$ cat src/design/phy_mac_pkg.sv
package phy_mac_pkg;

  // timing of the system clock and of the heartbeat pulse
  localparam int unsigned MCLK_PERIOD_NS = 25;
  localparam int unsigned SQE_TIME_NS = 1000;
  localparam int unsigned SQE_CYCLES = (SQE_TIME_NS + MCLK_PERIOD_NS - 1) / MCLK_PERIOD_NS;
  localparam int unsigned SQE_W = 6;
  localparam logic [SQE_W-1:0] SQE_LOAD = SQE_W'(SQE_CYCLES);

  // fractional divider ratios: toggles per reference edge = num / den
  localparam int unsigned DIV_W = 4;
  localparam logic [DIV_W-1:0] DIV_NUM_MII100 = 4'h1;
  localparam logic [DIV_W-1:0] DIV_DEN_MII100 = 4'h1;
  localparam logic [DIV_W-1:0] DIV_NUM_MII10 = 4'h1;
  localparam logic [DIV_W-1:0] DIV_DEN_MII10 = 4'hA;
  localparam logic [DIV_W-1:0] DIV_NUM_SERIAL = 4'h2;
  localparam logic [DIV_W-1:0] DIV_DEN_SERIAL = 4'h5;

  // rmii at 10 Mb/s holds each dibble for ten reference cycles
  localparam logic [3:0] RMII_REPEAT_10M = 4'h9;
  localparam logic [3:0] RMII_REPEAT_100M = 4'h0;

  // interface mode strap encoding
  localparam logic [1:0] STRAP_MII = 2'h0;
  localparam logic [1:0] STRAP_RMII = 2'h1;
  localparam logic [1:0] STRAP_SERIAL = 2'h2;

  localparam logic [3:0] RX_CORRUPT_NIB = 4'hE;
  localparam logic [3:0] RXD_IDLE = 4'h0;

  typedef enum logic [1:0] {MODE_MII, MODE_RMII, MODE_SERIAL} if_mode_e;

  typedef struct packed {
    logic en;
    logic [3:0] data;
  } tx_unit_s;

  typedef struct packed {
    logic carrier;
    logic valid;
    logic sym_err;
    logic [3:0] data;
  } rx_core_s;

  typedef struct packed {
    logic dv;
    logic er;
    logic crs;
    logic [3:0] rxd;
  } mac_rx_s;

  typedef struct packed {
    logic [DIV_W-1:0] acc;
    logic lvl;
  } frac_div_state_s;

  typedef struct packed {
    logic [SQE_W-1:0] cnt;
  } sqe_state_s;

endpackage : phy_mac_pkg

$ cat src/design/phy_mac_data_interface.sv
// Contract
// - mii transmit clock is 25 MHz at 100 Mb/s, 2.5 MHz at 10 Mb/s.
// - rmii leaves both clock pins idle and times everything from the reference.
// - serial mode drives the transmit clock at 10 MHz.
// - transmit data sampled on tx clock, or reference in rmii.
// - mii receive clock is 25 MHz at 100 Mb/s, 2.5 MHz at 10.
// - serial mode outputs a 10 MHz receive clock.
// - mii data valid is high while receive nibbles carry valid data.
// - rmii data valid is synchronous and independent of carrier sense.
// - serial mode leaves data valid and receive error unused.
// - mii 100 Mb/s error raised on invalid symbol inside a packet.
// - rmii 100 Mb/s error raised on invalid symbol while crs_dv high.
// - mii and rmii data is corrupted on a symbol error while data valid is high; serial data never is.
// - mii nibbles driven on receive clock, valid only with data valid.
// - rmii dibbles driven on the 50 MHz reference.
// - serial data on one bit framed by carrier; upper lines unused.
// - carrier sense high while medium busy; frames serial data.
// - rmii merges carrier sense and data valid onto one output.
// - collision high on simultaneous tx and rx in half duplex, in mii and serial; rmii holds it low.
// - 10BASE-T half duplex heartbeat pulses collision for about 1 us right after transmit ends.
// - full duplex holds collision low with no heartbeat.
`timescale 1ns/100ps
`default_nettype none
module phy_mac_data_interface
  import phy_mac_pkg::*;
(
  input wire logic mclk,
  input wire logic rst,
  input wire logic [1:0] mode_strap,
  input wire logic speed_100,
  input wire logic full_duplex,
  input wire logic heartbeat_en,
  input wire logic ref_clock_input,
  input wire logic tx_en,
  input wire logic [3:0] txd,
  input wire rx_core_s rx_core,
  output logic tx_clk,
  output logic rx_clk,
  output var mac_rx_s mac_rx,
  output logic col,
  output var tx_unit_s tx_unit,
  output logic tx_stb,
  output logic rx_req,
  output var if_mode_e mode,
  output logic mode_valid
);

  typedef struct packed {
    logic latched;
    if_mode_e mode;
    logic ref_prev;
    logic tx_en_prev;
    logic [3:0] rep_cnt;
    logic tx_phase;
    logic [1:0] tx_low;
    tx_unit_s tx_unit;
    logic tx_stb;
    logic rx_phase;
    logic [3:0] rx_nib;
    logic rx_car;
    logic rx_val;
    logic rx_err;
    mac_rx_s mac_rx;
    logic rx_req;
    logic col;
  } main_state_s;

  main_state_s st_r;
  main_state_s st_nxt;

  logic ref_edge;
  logic ref_rise;
  logic div_run;
  logic [DIV_W-1:0] div_num;
  logic [DIV_W-1:0] div_den;
  logic clk_lvl;
  logic clk_rise;
  logic sqe_start;
  logic sqe_active;
  logic rmii_slot;
  logic half_duplex_col;

  function automatic if_mode_e decode_strap(input logic [1:0] strap);
    if_mode_e m;
    case (strap)
      STRAP_RMII: m = MODE_RMII;
      STRAP_SERIAL: m = MODE_SERIAL;
      STRAP_MII: m = MODE_MII;
      default: m = MODE_MII;
    endcase
    return m;
  endfunction : decode_strap

  // replaces a nibble with a fixed pattern when a symbol is bad
  function automatic logic [3:0] rx_payload(input logic [3:0] data, input logic err);
    return err ? RX_CORRUPT_NIB : data;
  endfunction : rx_payload

  assign ref_edge = ref_clock_input ^ st_r.ref_prev;
  assign ref_rise = ref_clock_input & ~st_r.ref_prev;

  // clock ratio per mode and speed
  always_comb begin
    div_run = st_r.latched && (st_r.mode != MODE_RMII);
    div_num = DIV_NUM_MII100;
    div_den = DIV_DEN_MII100;
    case (st_r.mode)
      MODE_MII: begin
        if (!speed_100) begin
          div_num = DIV_NUM_MII10;
          div_den = DIV_DEN_MII10;
        end
      end
      MODE_SERIAL: begin
        div_num = DIV_NUM_SERIAL;
        div_den = DIV_DEN_SERIAL;
      end
      MODE_RMII: begin
        div_num = DIV_NUM_MII100;
        div_den = DIV_DEN_MII100;
      end
      default: begin
        div_num = DIV_NUM_MII100;
        div_den = DIV_DEN_MII100;
      end
    endcase
  end

  frac_div u_clk_div (
    .mclk(mclk),
    .rst(rst),
    .tick(ref_edge),
    .run(div_run),
    .num(div_num),
    .den(div_den),
    .clk_o(clk_lvl),
    .rise(clk_rise),
    .fall()
  );

  // heartbeat only at 10 Mb/s half duplex, mii or serial
  assign sqe_start = st_r.latched && st_r.tx_en_prev && !tx_en && heartbeat_en && !full_duplex
                     && (st_r.mode != MODE_RMII) && ((st_r.mode == MODE_SERIAL) || !speed_100);

  sqe_pulse u_sqe (
    .mclk(mclk),
    .rst(rst),
    .start(sqe_start),
    .active(sqe_active)
  );

  assign rmii_slot = ref_rise && (st_r.rep_cnt == 4'h0);
  assign half_duplex_col = tx_en && rx_core.carrier;

  always_comb begin
    st_nxt = st_r;
    st_nxt.ref_prev = ref_clock_input;
    st_nxt.tx_en_prev = tx_en;
    st_nxt.tx_stb = 1'b0;
    st_nxt.rx_req = 1'b0;

    if (!st_r.latched) begin
      st_nxt.latched = 1'b1;
      st_nxt.mode = decode_strap(mode_strap);
      st_nxt.tx_en_prev = 1'b0;
    end else begin
      case (st_r.mode)
        MODE_MII: begin
          if (clk_rise) begin
            // one clock both samples transmit and launches receive
            st_nxt.tx_unit.en = tx_en;
            st_nxt.tx_unit.data = txd;
            st_nxt.tx_stb = tx_en;
            st_nxt.rx_req = 1'b1;
            st_nxt.mac_rx.dv = rx_core.valid;
            st_nxt.mac_rx.crs = rx_core.carrier;
            st_nxt.mac_rx.er = rx_core.sym_err && rx_core.valid && speed_100;
            st_nxt.mac_rx.rxd = rx_core.valid ? rx_payload(rx_core.data, rx_core.sym_err)
                                              : RXD_IDLE;
          end
        end
        MODE_RMII: begin
          if (ref_rise) begin
            if (st_r.rep_cnt == 4'h0) begin
              st_nxt.rep_cnt = speed_100 ? RMII_REPEAT_100M : RMII_REPEAT_10M;
            end else begin
              st_nxt.rep_cnt = st_r.rep_cnt - 4'h1;
            end
          end
          if (rmii_slot) begin
            // transmit: two dibbles, low first, make one nibble
            if (!tx_en) begin
              st_nxt.tx_phase = 1'b0;
              st_nxt.tx_unit.en = 1'b0;
            end else if (!st_r.tx_phase) begin
              st_nxt.tx_low = txd[1:0];
              st_nxt.tx_phase = 1'b1;
            end else begin
              st_nxt.tx_unit.en = 1'b1;
              st_nxt.tx_unit.data = {txd[1:0], st_r.tx_low};
              st_nxt.tx_stb = 1'b1;
              st_nxt.tx_phase = 1'b0;
            end
            // receive: fetch a nibble, send low dibble then high
            if (!st_r.rx_phase) begin
              st_nxt.rx_req = 1'b1;
              st_nxt.rx_car = rx_core.carrier;
              st_nxt.rx_val = rx_core.valid;
              st_nxt.rx_err = rx_core.sym_err && speed_100 && (rx_core.carrier || rx_core.valid);
              st_nxt.rx_nib = rx_core.valid ? rx_payload(rx_core.data, rx_core.sym_err) : RXD_IDLE;
              st_nxt.mac_rx.rxd = {2'h0, st_nxt.rx_nib[1:0]};
              st_nxt.mac_rx.dv = rx_core.valid;
              // with carrier gone, crs_dv drops on the first dibble of a nibble
              st_nxt.mac_rx.crs = rx_core.carrier;
              st_nxt.mac_rx.er = st_nxt.rx_err;
              st_nxt.rx_phase = rx_core.carrier || rx_core.valid;
            end else begin
              st_nxt.mac_rx.rxd = {2'h0, st_r.rx_nib[3:2]};
              st_nxt.mac_rx.dv = st_r.rx_val;
              st_nxt.mac_rx.crs = st_r.rx_car || st_r.rx_val;
              st_nxt.mac_rx.er = st_r.rx_err;
              st_nxt.rx_phase = 1'b0;
            end
          end
        end
        MODE_SERIAL: begin
          if (clk_rise) begin
            st_nxt.tx_unit.en = tx_en;
            st_nxt.tx_unit.data = {3'h0, txd[0]};
            st_nxt.tx_stb = tx_en;
            st_nxt.rx_req = 1'b1;
            st_nxt.mac_rx.dv = 1'b0;
            st_nxt.mac_rx.er = 1'b0;
            st_nxt.mac_rx.crs = rx_core.carrier;
            st_nxt.mac_rx.rxd = {3'h0, rx_core.carrier & rx_core.data[0]};
          end
        end
        default: begin
          st_nxt.mode = MODE_MII;
        end
      endcase

      // collision is held low in rmii; the mac derives it itself
      if (st_r.mode == MODE_RMII || full_duplex) begin
        st_nxt.col = 1'b0;
      end else begin
        st_nxt.col = half_duplex_col || sqe_active;
      end
    end
  end

  always_ff @(posedge mclk or posedge rst) begin
    if (rst) begin
      st_r <= '0;
    end else begin
      st_r <= st_nxt;
    end
  end

  assign tx_clk = clk_lvl;
  assign rx_clk = clk_lvl;
  assign mac_rx = st_r.mac_rx;
  assign col = st_r.col;
  assign tx_unit = st_r.tx_unit;
  assign tx_stb = st_r.tx_stb;
  assign rx_req = st_r.rx_req;
  assign mode = st_r.mode;
  assign mode_valid = st_r.latched;

endmodule : phy_mac_data_interface
`default_nettype wire

$ cat src/design/frac_div.sv
`timescale 1ns/100ps
`default_nettype none
module frac_div
  import phy_mac_pkg::*;
(
  input wire logic mclk,
  input wire logic rst,
  input wire logic tick,
  input wire logic run,
  input wire logic [DIV_W-1:0] num,
  input wire logic [DIV_W-1:0] den,
  output logic clk_o,
  output logic rise,
  output logic fall
);

  frac_div_state_s st_r;
  frac_div_state_s st_nxt;
  logic wrap;
  logic [DIV_W:0] sum;

  always_comb begin
    st_nxt = st_r;
    wrap = 1'b0;
    sum = {1'b0, st_r.acc} + {1'b0, num};
    if (!run) begin
      st_nxt.acc = '0;
      st_nxt.lvl = 1'b0;
    end else if (tick) begin
      if (sum >= {1'b0, den}) begin
        wrap = 1'b1;
        st_nxt.acc = DIV_W'(sum - {1'b0, den});
        st_nxt.lvl = ~st_r.lvl;
      end else begin
        st_nxt.acc = sum[DIV_W-1:0];
      end
    end
  end

  always_ff @(posedge mclk or posedge rst) begin
    if (rst) begin
      st_r <= '0;
    end else begin
      st_r <= st_nxt;
    end
  end

  assign clk_o = st_r.lvl;
  assign rise = wrap & ~st_r.lvl;
  assign fall = wrap & st_r.lvl;

endmodule : frac_div
`default_nettype wire

$ cat src/design/sqe_pulse.sv
`timescale 1ns/100ps
`default_nettype none
module sqe_pulse
  import phy_mac_pkg::*;
(
  input wire logic mclk,
  input wire logic rst,
  input wire logic start,
  output logic active
);

  sqe_state_s st_r;
  sqe_state_s st_nxt;

  always_comb begin
    st_nxt = st_r;
    if (start) begin
      st_nxt.cnt = SQE_LOAD;
    end else if (st_r.cnt != '0) begin
      st_nxt.cnt = st_r.cnt - 1'b1;
    end
  end

  always_ff @(posedge mclk or posedge rst) begin
    if (rst) begin
      st_r <= '0;
    end else begin
      st_r <= st_nxt;
    end
  end

  assign active = (st_r.cnt != '0);

endmodule : sqe_pulse
`default_nettype wire

$ cat config.mk
export PLATFORM = sky130hd
export DESIGN_NAME = phy_mac_data_interface
export DESIGN_NICKNAME = d
export VERILOG_FILES = /design/src/design/phy_mac_pkg.sv /design/src/design/phy_mac_data_interface.sv /design/src/design/frac_div.sv /design/src/design/sqe_pulse.sv
export SDC_FILE = /design/constraint.sdc
export NUM_CORES = 1
export LEC_CHECK = 0
export ABC_AREA = 1
export BUFFER_PORTS_ARGS = -buffer_cell sky130_fd_sc_hd__buf_2
export CORE_MARGIN = 2
export CORE_UTILIZATION = 40
export DETAILED_ROUTE_END_ITERATION = 16
export GPL_ROUTABILITY_DRIVEN = 1
export SLEW_MARGIN = 10
export SYNTH_ARGS = -nofsm -noshare
export SYNTH_HDL_FRONTEND = slang
export SYNTH_SLANG_ARGS = --single-unit
$ cat constraint.sdc
create_clock -name mclk -period 2.67 [get_ports mclk]
set_input_delay 0.534 -clock mclk [delete_from_list [all_inputs] [get_ports mclk]]
set_output_delay 0.534 -clock mclk [all_outputs]
set_load 0.1 [all_outputs]
# == Yosys cells after proc, flatten, opt, wreduce, memory -nomap -nowiden ==
# Index checks and enable logic that the tools add are counted.
# totals
ff_bits,46
input_bits,20
elab_cells,125
# op_classes
addsub,4
order_cmp,1
n_eq_ne,14
n_mux,39
n_bitwise,8
reduce_logical,35
# ops
op,count
6-bit two-way mux,5
4-bit two-way mux,6
8-bit two-way mux,3
8-bit case mux with 3 select lines,1
22-bit two-way mux,1
18-bit two-way mux,1
6-bit case mux with 3 select lines,1
2-bit != test (second input constant),8
5-bit two-way mux,3
7-bit two-way mux,2
1-bit logical AND,13
1-bit two-way mux,11
5-bit AND reduction,2
4-bit case mux with 2 select lines,1
7-bit AND reduction,1
2-bit two-way mux,3
3-bit AND reduction,2
6-bit AND reduction,1
6-bit nonzero test,1
6-bit by 1-bit subtractor with 6-bit output (second input constant),1
4-bit by 2-bit adder with 5-bit output,1
5-bit by 4-bit greater-or-equal comparator with 1-bit output,1
1-bit logical OR,5
2-bit by 1-bit equality test with 1-bit output (second input constant),2
17 further kinds,25

# == Depth between registers and ports, before layout ==
# Gate-level depths: netlist of run 1.
# logic_depth
word_depth,11
ltp_mapped,19
ltp_nobuf,19

# == Hierarchy ==
# A second synthesis of run 1 with hierarchy kept.
# unflattened
hier_cells,375
area_unflattened_um2,2776.4
# by_module_without_submodules
module,n_inst,cells_per_inst,area_per_inst_um2,seq_area_each_um2
phy_mac_data_interface,1,246,1798.0,825.8
frac_div,1,87,638.1,125.1
sqe_pulse,1,42,340.3,150.1

# == Worst setup path after synthesis of run 1 ==
# No wires, ideal clock.
# synth_timing
path_kind,reg-to-reg
start,"reg st_r, in the netlist mode[0]"
end,"reg st_r, in the netlist tx_unit[1]"
t_arrival_ns,2.765
t_required_ns,2.605
path_slack_ns,-0.160
stages_incl_launch_ff,18
synth_period_minus_slack_ns,2.830
cell_sequence,dfrtp_1 > inv_1 > nand2_1 > ha_1 > fa_1 > xor2_1 > ha_1 > nand2_1 > inv_1 > nand2_1 > nand2_1 > nand2_1 > nand2_1 > clkbuf_1 > nand4_1 > nand2_1 > nand3_1 > nand2_1
# synth_between
elab_chain_len,10
# synth_rtl
item,line_no,source
from (decl),phy_mac_data_interface.sv:68,main_state_s st_r;
from (signal assigned),phy_mac_data_interface.sv:256,st_r <= st_nxt;
2-bit equality test,"phy_mac_data_interface.sv:107, phy_mac_data_interface.sv:167",
2-bit two-way mux,--,
4-bit by 2-bit adder with 5-bit output,frac_div.sv:25,"sum = {1'b0, st_r.acc} + {1'b0, num};"
5-bit by 4-bit greater-or-equal comparator with 1-bit output,frac_div.sv:30,"if (sum >= {1'b0, den}) begin"
1-bit two-way mux,frac_div.sv:30,
1-bit two-way mux,frac_div.sv:29,end else if (tick) begin
1-bit two-way mux,frac_div.sv:26,if (!run) begin
1-bit AND,frac_div.sv:49,assign rise = wrap & ~st_r.lvl;
2-bit != test (no line),--,
7-bit AND reduction (no line),--,
# Parallel ways exist; a longest one is shown, timed or not.
# A chain may end at the register's enable or synchronous reset.

# == Worst setup path in the final report of run 1 ==
# layout_timing
start,"reg st_r, in the netlist mode[0]"
end,"reg st_r, in the netlist tx_unit[0]"
# The elaborated chain is that of the path after synthesis.

==> load_flow_metrics.sql, run 1 <==
INSERT INTO impl_metrics (metric_group, metric, value, unit) VALUES
('global_route', 'global_route.overflow_total', '0', ''),
('power', 'part_of_the_power_in_registers', '30.4', '%'),
('routing', 'route.detailed.vias_per_inst', '4.90', ''),
('timing', 'worst_pin_slew', '0.915', 'ns'),
('clock_tree', 'worst_skew_pair.late_latency', '0.30', 'ns'),
('logic_synthesis', 'synth_top_family_by_area', 'simple AND/OR/NAND/NOR gates', ''),
('global_route', 'grt_start_max_net_pins', '26', ''),
('worst_setup_path', 'timing.critical_path.buf_inv', '2', ''),
('clock_tree', 'cts_hold_repair.buffers', '0', ''),
('timing', 'relSlewSlack', '38.6', '%'),
('routing', 'postRouteWirelength', '5920', 'um'),
('logic_synthesis', 'synth_cell_type_count', '36', ''),
('worst_setup_path', 'rr_endpoint', 'tx_unit[0]', ''),
('logic_synthesis', 'proportion_of_synthesized_area_in_mux_cells', '0.440', '%'),
('clock_tree', 'cts-root-to-sink-buffers', '2', ''),
('global_route', 'grt_usage', '17.3', '%'),
('logic_synthesis', 'asyncSetResetFlopFracSynth', '100', '%'),
('job', 'number_of_max_capacitance_violations_reported', '0', ''),
('timing', 'setup_viol_count_final', '0', ''),
('floorplanning', 'start_util', '40.8', '%'),
('routing', 'wl_per_cell', '13.1', 'um'),
('worst_setup_path', 'critPathRequiredTime', '2.91', 'ns'),
('timing', 'tns', '0', 'ns'),
('timing', 'fin_worst_hold_slack', '0.300', 'ns'),
('logic_synthesis', 'synthSimpleGateAreaFrac', '27.1', '%'),
('power', 'max-vdd-ir-drop', '0.730', 'mV'),
('power', 'power_density', '1100', 'mW/mm^2'),
('layout', 'final_cells', '453', ''),
('worst_setup_path', 'worst-r2r-setup-slack', '0.12', 'ns'),
('placement', 'place.detailed.instances', '440', ''),
('routing', 'drtIter0Drc', '112', ''),
('power', 'cellInternalPower', '1.77', 'mW'),
('logic_synthesis', 'yosysTopAreaCellShare', '43.0', '%'),
('floorplanning', 'placementRows', '29', ''),
('power', 'power', '3.40', 'mW'),
('logic_synthesis', 'synth_edf_count', '0', ''),
('routing', 'drtAntennaViolNets', '0', ''),
('outcome', 'run_status', 'completed', ''),
('routing', 'detailedRoute.firstPassIterationCount', '4', ''),
('routing', 'dr_vias', '2220', ''),
('timing', 'maxSlewViolCount', '0', ''),
('worst_setup_path', 'worst_path_most_repeated_cell', 'nand2_1', ''),
('logic_synthesis', 'yosys.cell_count.top_type', 'nand2_1', ''),
('clock_tree', 'numCtsBuffers', '5', ''),
('timing', 'period_share', '95.6', '%'),
('layout', 'area_growth_syn_to_layout', '20.6', '%'),
('timing', 'grt_setup_unrepaired', 'yes', ''),
('floorplanning', 'die_h', '84', 'um'),
('clock_tree', 'cts_max_level', '2', ''),
('logic_synthesis', 'leading_post_synthesis_cells_by_instance_count', 'nand2_1, dfrtp_1, inv_1, o21ai_0, nor2_1', ''),
('worst_setup_path', 'cp-end-kind', 'flip-flop', ''),
('clock_tree', 'clk_pin_slew', '0.10', 'ns'),
('placement', 'post-dp-hpwl', '4430', 'um'),
('worst_setup_path', 'crit_path_start_kind', 'flip-flop', ''),
('timing', 'final_hold_fails', '0', ''),
('logic_synthesis', 'synth_area_in_adders', '5.47', '%'),
('worst_setup_path', 'timing.rr.start', 'mode[0]', ''),
('clock_tree', 'clk_root_buffer_cell', 'clkbuf_8', ''),
('logic_synthesis', 'synth_sequential_area_ratio', '43.0', '%'),
('logic_synthesis', 'yosys_register_bits', '44', ''),
('logic_synthesis', 'synthFlopType', 'dfrtp_1', ''),
('logic_synthesis', 'postSynthCellCount', '328', ''),
('layout', 'final_nets', '405', ''),
('logic_synthesis', 'yosysWarningCount', '0', ''),
('logic_synthesis', 'synth_top_area_cell', 'dfrtp_1', ''),
('global_route', 'antenna_found_initial', '0', ''),
('power', 'clock_power_share', '15.7', '%'),
('floorplanning', 'die_w', '84', 'um'),
('worst_setup_path', 'critical-path-slowest-cell', 'dfrtp_1', ''),
('clock_tree', 'cts.sinks', '44', ''),
('power', 'power.static_leakage', '1.67', 'nW');
-- through the flow --
step           util [%]  worst slack (ns)
3_5_place_dp       45.0           -0.0644
3_3_place_gp       45.0           -0.0141
2_1_floorplan         -          0.000910
5_1_grt            49.2           -0.0723
6_report           49.2             0.119
4_1_cts            47.4            0.0235
-- sequential cells by signal (all words and copies together), names as in the netlist --
signal,count
st_r,15
tx_stb,1
mac_rx,7
u_sqe.st_r,6
col,1
mode_valid,1
tx_unit,5
rx_req,1
u_clk_div.clk_o,1
mode,2
u_clk_div.st_r,4
-- power groups by stage --
stage          logic [mW]  clock network, mW  registers, mW
2_1_floorplan        1.29                  0           1.09
3_3_place_gp         1.65                  0           1.03
4_1_cts              1.71              0.549           1.03
5_1_grt              2.01              0.573           1.06
3_5_place_dp         1.67                  0           1.04
6_report             1.83              0.533           1.03
-- cell families after synthesis --
kind of cell / count (synthesis)
AO/OA/AOI/OAI: 51
multiplexers: 1
other: 1
AND/OR/NAND/NOR: 156
adder cells (fa/ha/maj): 10
flip-flops: 44
XOR/XNOR: 4
buffers and inverters: 61
-- layout make-up --
class                           instances  area, um^2  area share, %
Clock buffer                            5        68.8           2.23
Clock inverter                          3        46.3           1.50
Inverter                               45         169           5.47
Multi-Input combinational cell        224        1290           41.8
Sequential cell                        44        1100           35.7
Tap cell                               77        96.3           3.12
Timing Repair Buffer                   55         315           10.2
-- worst max-delay path by stage --
stage | startpoint | endpoint | slack (ns) | depth (start not counted)
final | mode[0] | tx_unit[0] | 0.12 | 16
after global routing | mode[0] | tx_unit[1] | -0.07 | 19
after CTS | mode[0] | mac_rx[6] | 0.02 | 17
after detailed placement | mode[0] | tx_unit[1] | -0.06 | 17
after global placement | mode[0] | tx_unit[3] | -0.01 | 16
after floorplan | mode[0] | tx_unit[1] | 0.0009 | 17
-- per-layer routing --
| metal | vias up | GRT usage, % | part of all wire [%] |
|---|---|---|---|
| li1 | 1126 | - | - |
| met1 | 1027 | 24.5 | 47 |
| met2 | 60 | 26.7 | 47 |
| met3 | 7 | 3.26 | 4.9 |
| met4 | 0 | 5.72 | 1.1 |
| met5 | - | 0 | 0 |
-- layout by cell type (no fill, tap or decap), drive strengths merged --
cell | netlist | final
nand2 | 103 | 103
buf | 15 | 55
inv | 45 | 45
dfrtp | 44 | 44
o21ai | 32 | 32
nor2 | 26 | 26
nand3 | 14 | 14
a21oi | 11 | 12
ha | 8 | 8
nand4 | 6 | 6
clkbuf | 1 | 5
or2 | 3 | 3
xor2 | 2 | 2
xnor2 | 2 | 2
o211ai | 2 | 2
fa | 2 | 2
and3 | 1 | 1
nor4 | 1 | 1
nor3 | 1 | 1
a32o | 1 | 1
mux2 | 1 | 1
clkinv | 0 | 1
o22ai | 1 | 1
nor3b | 1 | 1
a21o | 1 | 1
o2111ai | 1 | 1
o31ai | 1 | 1
a211oi | 1 | 1
clkinvlp | 0 | 1
bufinv | 0 | 1
conb | 1 | 1
-- repair_timing --
action | in CTS | in global routing
pin swaps | 4 | 10
endpoints found under the setup margin | 12 | 18
gates resized for setup | 5 | 15
cloned | 1 | 0
hold endpoints to repair | 0 | 0
buffers inserted | 1 | 3
(Power assumes the default switching activity.)
==> run 2, diff against run 1 <==
- REMOVE_ABC_BUFFERS: unset -> 1
==> load_flow_metrics.sql, run 2 (synthesized netlist as in run 1, its figures left out) <==
INSERT INTO impl_metrics (metric_group, metric, value, unit) VALUES
('routing', 'postRouteWirelength', '5950', 'um'),
('routing', 'wl_per_cell', '13.1', 'um'),
('layout', 'post-route-cell-area', '0.00308', 'mm^2'),
('routing', 'dr_vias', '2287', ''),
('placement', 'post-place-ws', '-0.0975', 'ns'),
('timing', 'period_share', '96.3', '%'),
('layout', 'post_route_cells_drive_above_1_share', '25.4', '%'),
('layout', 'largest_register_ff_count', '15', ''),
('layout', 'layout_commonest_cell', 'nand2_1', ''),
('routing', 'drtIter0Drc', '113', ''),
('global_route', 'number_of_global_route_vias_before_repair', '2140', ''),
('layout', 'regMostFlops', 'st_r', ''),
('routing', 'drtAntennaViolNets', '0', ''),
('power', 'sw_power', '1.61', 'mW'),
('worst_setup_path', 'rr_endpoint', 'tx_unit[1]', ''),
('placement', 'gp_routability_congestion', '0.872', ''),
('power', 'power_density', '1060', 'mW/mm^2'),
('power', 'power.static_leakage', '1.68', 'nW'),
('floorplanning', 'start_util', '40.8', '%'),
('routing', 'met2_length', '2730', 'um'),
('floorplanning', 'boundaryPins', '40', ''),
('clock_tree', 'worst_skew_pair.late_latency', '0.30', 'ns'),
('timing', 'timing.clock.skew', '0.00372', 'ns'),
('worst_setup_path', 'critical_path_class', 'reg -> reg', ''),
('layout', 'area_growth_syn_to_layout', '20.1', '%'),
('floorplanning', 'die_h', '84', 'um'),
('clock_tree', 'cts.sinks', '44', ''),
('routing', 'route.detailed.vias_per_inst', '5.03', ''),
('timing', 'final_hold_fails', '0', ''),
('clock_tree', 'cts_tree', 'done', ''),
('layout', 'mostFrequentLayoutCells', 'nand2_1, dfrtp_1, inv_1, buf_2, o21ai_0', ''),
('worst_setup_path', 'worst_ep_arrival', '2.76', 'ns'),
('power', 'max-vdd-ir-drop', '0.584', 'mV'),
('placement', 'postPlaceCellArea', '0.00284', 'mm^2'),
('worst_setup_path', 'critical-path-slowest-cell', 'dfrtp_1', ''),
('routing', 'top_signal_layer_used', 'met4', ''),
('power', 'combinationalPowerShare', '55.7', '%'),
('worst_setup_path', 'timing.rr.start', 'mode[0]', ''),
('worst_setup_path', 'crit_path_max_fanout', '6', ''),
('worst_setup_path', 'critical-path-top-delay-family', 'simple AND/OR/NAND/NOR gates', ''),
('power', 'switching_share', '49.4', '%'),
('timing', 'setup_viol_count_final', '0', ''),
('worst_setup_path', 'path_cells', 'inv_2 > nand2_4 > ha_4 > fa_2 > xor2_2 > ha_4 > nand2_2 > inv_2 > nand2_1 > nand2_1 > nand2_1 > nand2_2 > nand3_4 > nand2_4 > nand3_4 > nand2_1 > nand2_1', ''),
('timing', 'relSlewSlack', '31.6', '%'),
('layout', 'n_antenna_cell', '0', ''),
('job', 'number_of_max_capacitance_violations_reported', '0', ''),
('worst_setup_path', 'longest_individual_stage_delay_on_the_worst_path', '0.40', 'ns'),
('global_route', 'grt_start_max_net_pins', '27', ''),
('layout', 'layout.core_utilization', '49.0', '%'),
('floorplanning', 'fp.dieArea', '0.00706', 'mm^2'),
('floorplanning', 'fp.coreArea', '0.00628', 'mm^2'),
('power', 'clock_power_share', '12.5', '%'),
('outcome', 'run_status', 'completed', ''),
('timing', 'postLayoutSetupSlackWorst', '0.0982', 'ns'),
('floorplanning', 'die_w', '84', 'um'),
('worst_setup_path', 'worst_path_most_repeated_cell', 'nand2_1', ''),
('worst_setup_path', 'worst-r2r-setup-slack', '0.1', 'ns'),
('worst_setup_path', 'crit_path_start_kind', 'flip-flop', ''),
('worst_setup_path', 'r2r.worst_path.cells', '17', ''),
('clock_tree', 'cts_max_level', '2', ''),
('timing', 'fin_crit', '2.57', 'ns'),
('placement', 'port_buffers', '39', ''),
('layout', 'final_nets', '408', ''),
('power', 'cellInternalPower', '1.65', 'mW'),
('min_path', 'worst_hold_path_type', 'in -> async', ''),
('placement', 'post-dp-hpwl', '4450', 'um'),
('routing', 'detailedRoute.firstPassIterationCount', '5', ''),
('routing', 'met3_length', '322', 'um'),
('worst_setup_path', 'timing.critical_path.buf_inv', '2', ''),
('timing', 'fmax', '389', 'MHz'),
('timing', 'worst_pin_slew', '1.02', 'ns'),
('clock_tree', 'cts-root-to-sink-buffers', '2', ''),
('clock_tree', 'numCtsBuffers', '5', ''),
('timing', 'grt_setup_unrepaired', 'yes', ''),
('worst_setup_path', 'cp-end-kind', 'flip-flop', ''),
('floorplanning', 'placementRows', '29', ''),
('timing', 'fin_worst_hold_slack', '0.340', 'ns'),
('global_route', 'grt_usage', '17.8', '%'),
('power', 'part_of_the_power_in_registers', '31.8', '%'),
('worst_setup_path', 'critPathRequiredTime', '2.86', 'ns'),
('clock_tree', 'clk_pin_slew', '0.08', 'ns'),
('global_route', 'antenna_found_initial', '0', ''),
('timing', 'maxSlewViolCount', '0', ''),
('routing', 'drc', '0', ''),
('clock_tree', 'clk_root_buffer_cell', 'clkbuf_8', ''),
('global_route', 'global_route.overflow_total', '0', ''),
('routing', 'met1Wirelength', '2800', 'um'),
('global_route', 'wire_length_of_the_first_global_routing_pass', '10200', 'um');
run 2: cell types whose count changed in the layout (fill, tap and decap cells not counted), sizes merged:
cell	delta
clkinvlp	-1
bufinv	-1
clkbuf	+1
clkinv	+1
buf	+3
inv	-1
run 2: worst reg2reg max path, delay by kind of cell (launching register included):
family | cells | cell delay, ns
xor gates and xnor gates | 1 | 0.18
adders and majority gates | 3 | 0.85
buffers and inverters | 2 | 0.12
DFF | 1 | 0.40
and+or+nand+nor | 11 | 0.93
run 2: worst max path at each step:
stage	startpoint	cells past startpoint	to	slack, ns
floorplan	mode[0]	16	tx_unit[1]	-0.96
global placement	mode[0]	17	tx_unit[1]	-0.007
detailed placement	mode[0]	17	tx_unit[1]	-0.1
CTS	mode[0]	16	tx_unit[3]	0.01
global route	mode[0]	17	tx_unit[3]	-0.04
finish	mode[0]	17	tx_unit[1]	0.1
run 2: metrics by stage:
| stage | cells | power [mW] | TNS (ns) |
|---|---|---|---|
| 3_3_place_gp | 442 | 2.67 | -0.0198 |
| 5_1_grt | 455 | 3.50 | -0.241 |
| 6_report | 455 | 3.25 | 0 |
| 4_1_cts | 450 | 3.14 | 0 |
| 2_1_floorplan | 312 | 2.27 | -16.14 |
| 3_5_place_dp | 442 | 2.69 | -0.829 |
run 2: cell type report:
class                           instances  area (um^2)
Clock inverter                          1         5.00
Sequential cell                        44         1100
Tap cell                               77         96.3
Clock buffer                            6         72.6
Timing Repair Buffer                   58          338
Fill cell                             625         3200
Inverter                               45          169
Multi-Input combinational cell        224         1290
run 2: routing by layer:
metal / GRT usage [%] / vias to the layer above
li1: - / 1134
met3: 3.46 / 10
met5: 0 / -
met1: 24.9 / 1083
met4: 6.01 / 0
met2: 27.9 / 60
run 2: power by group through the flow:
stage / sequential [mW] / clock, mW / combinational, mW
floorplan: 1.48 / 0 / 0.790
global placement: 1.03 / 0 / 1.64
detailed placement: 1.03 / 0 / 1.66
CTS: 1.02 / 0.419 / 1.70
global route: 1.07 / 0.437 / 2.00
finish: 1.04 / 0.407 / 1.81
run 2: what timing repair did:
item / CTS / global route
gates cloned: 1 / 0
hold buffers: 0 / 0
setup endpoints to repair: 15 / 18
buffers inserted: 0 / 5
endpoints found under the hold margin: 0 / 0
pin swaps: 4 / 11
resized for setup: 7 / 17
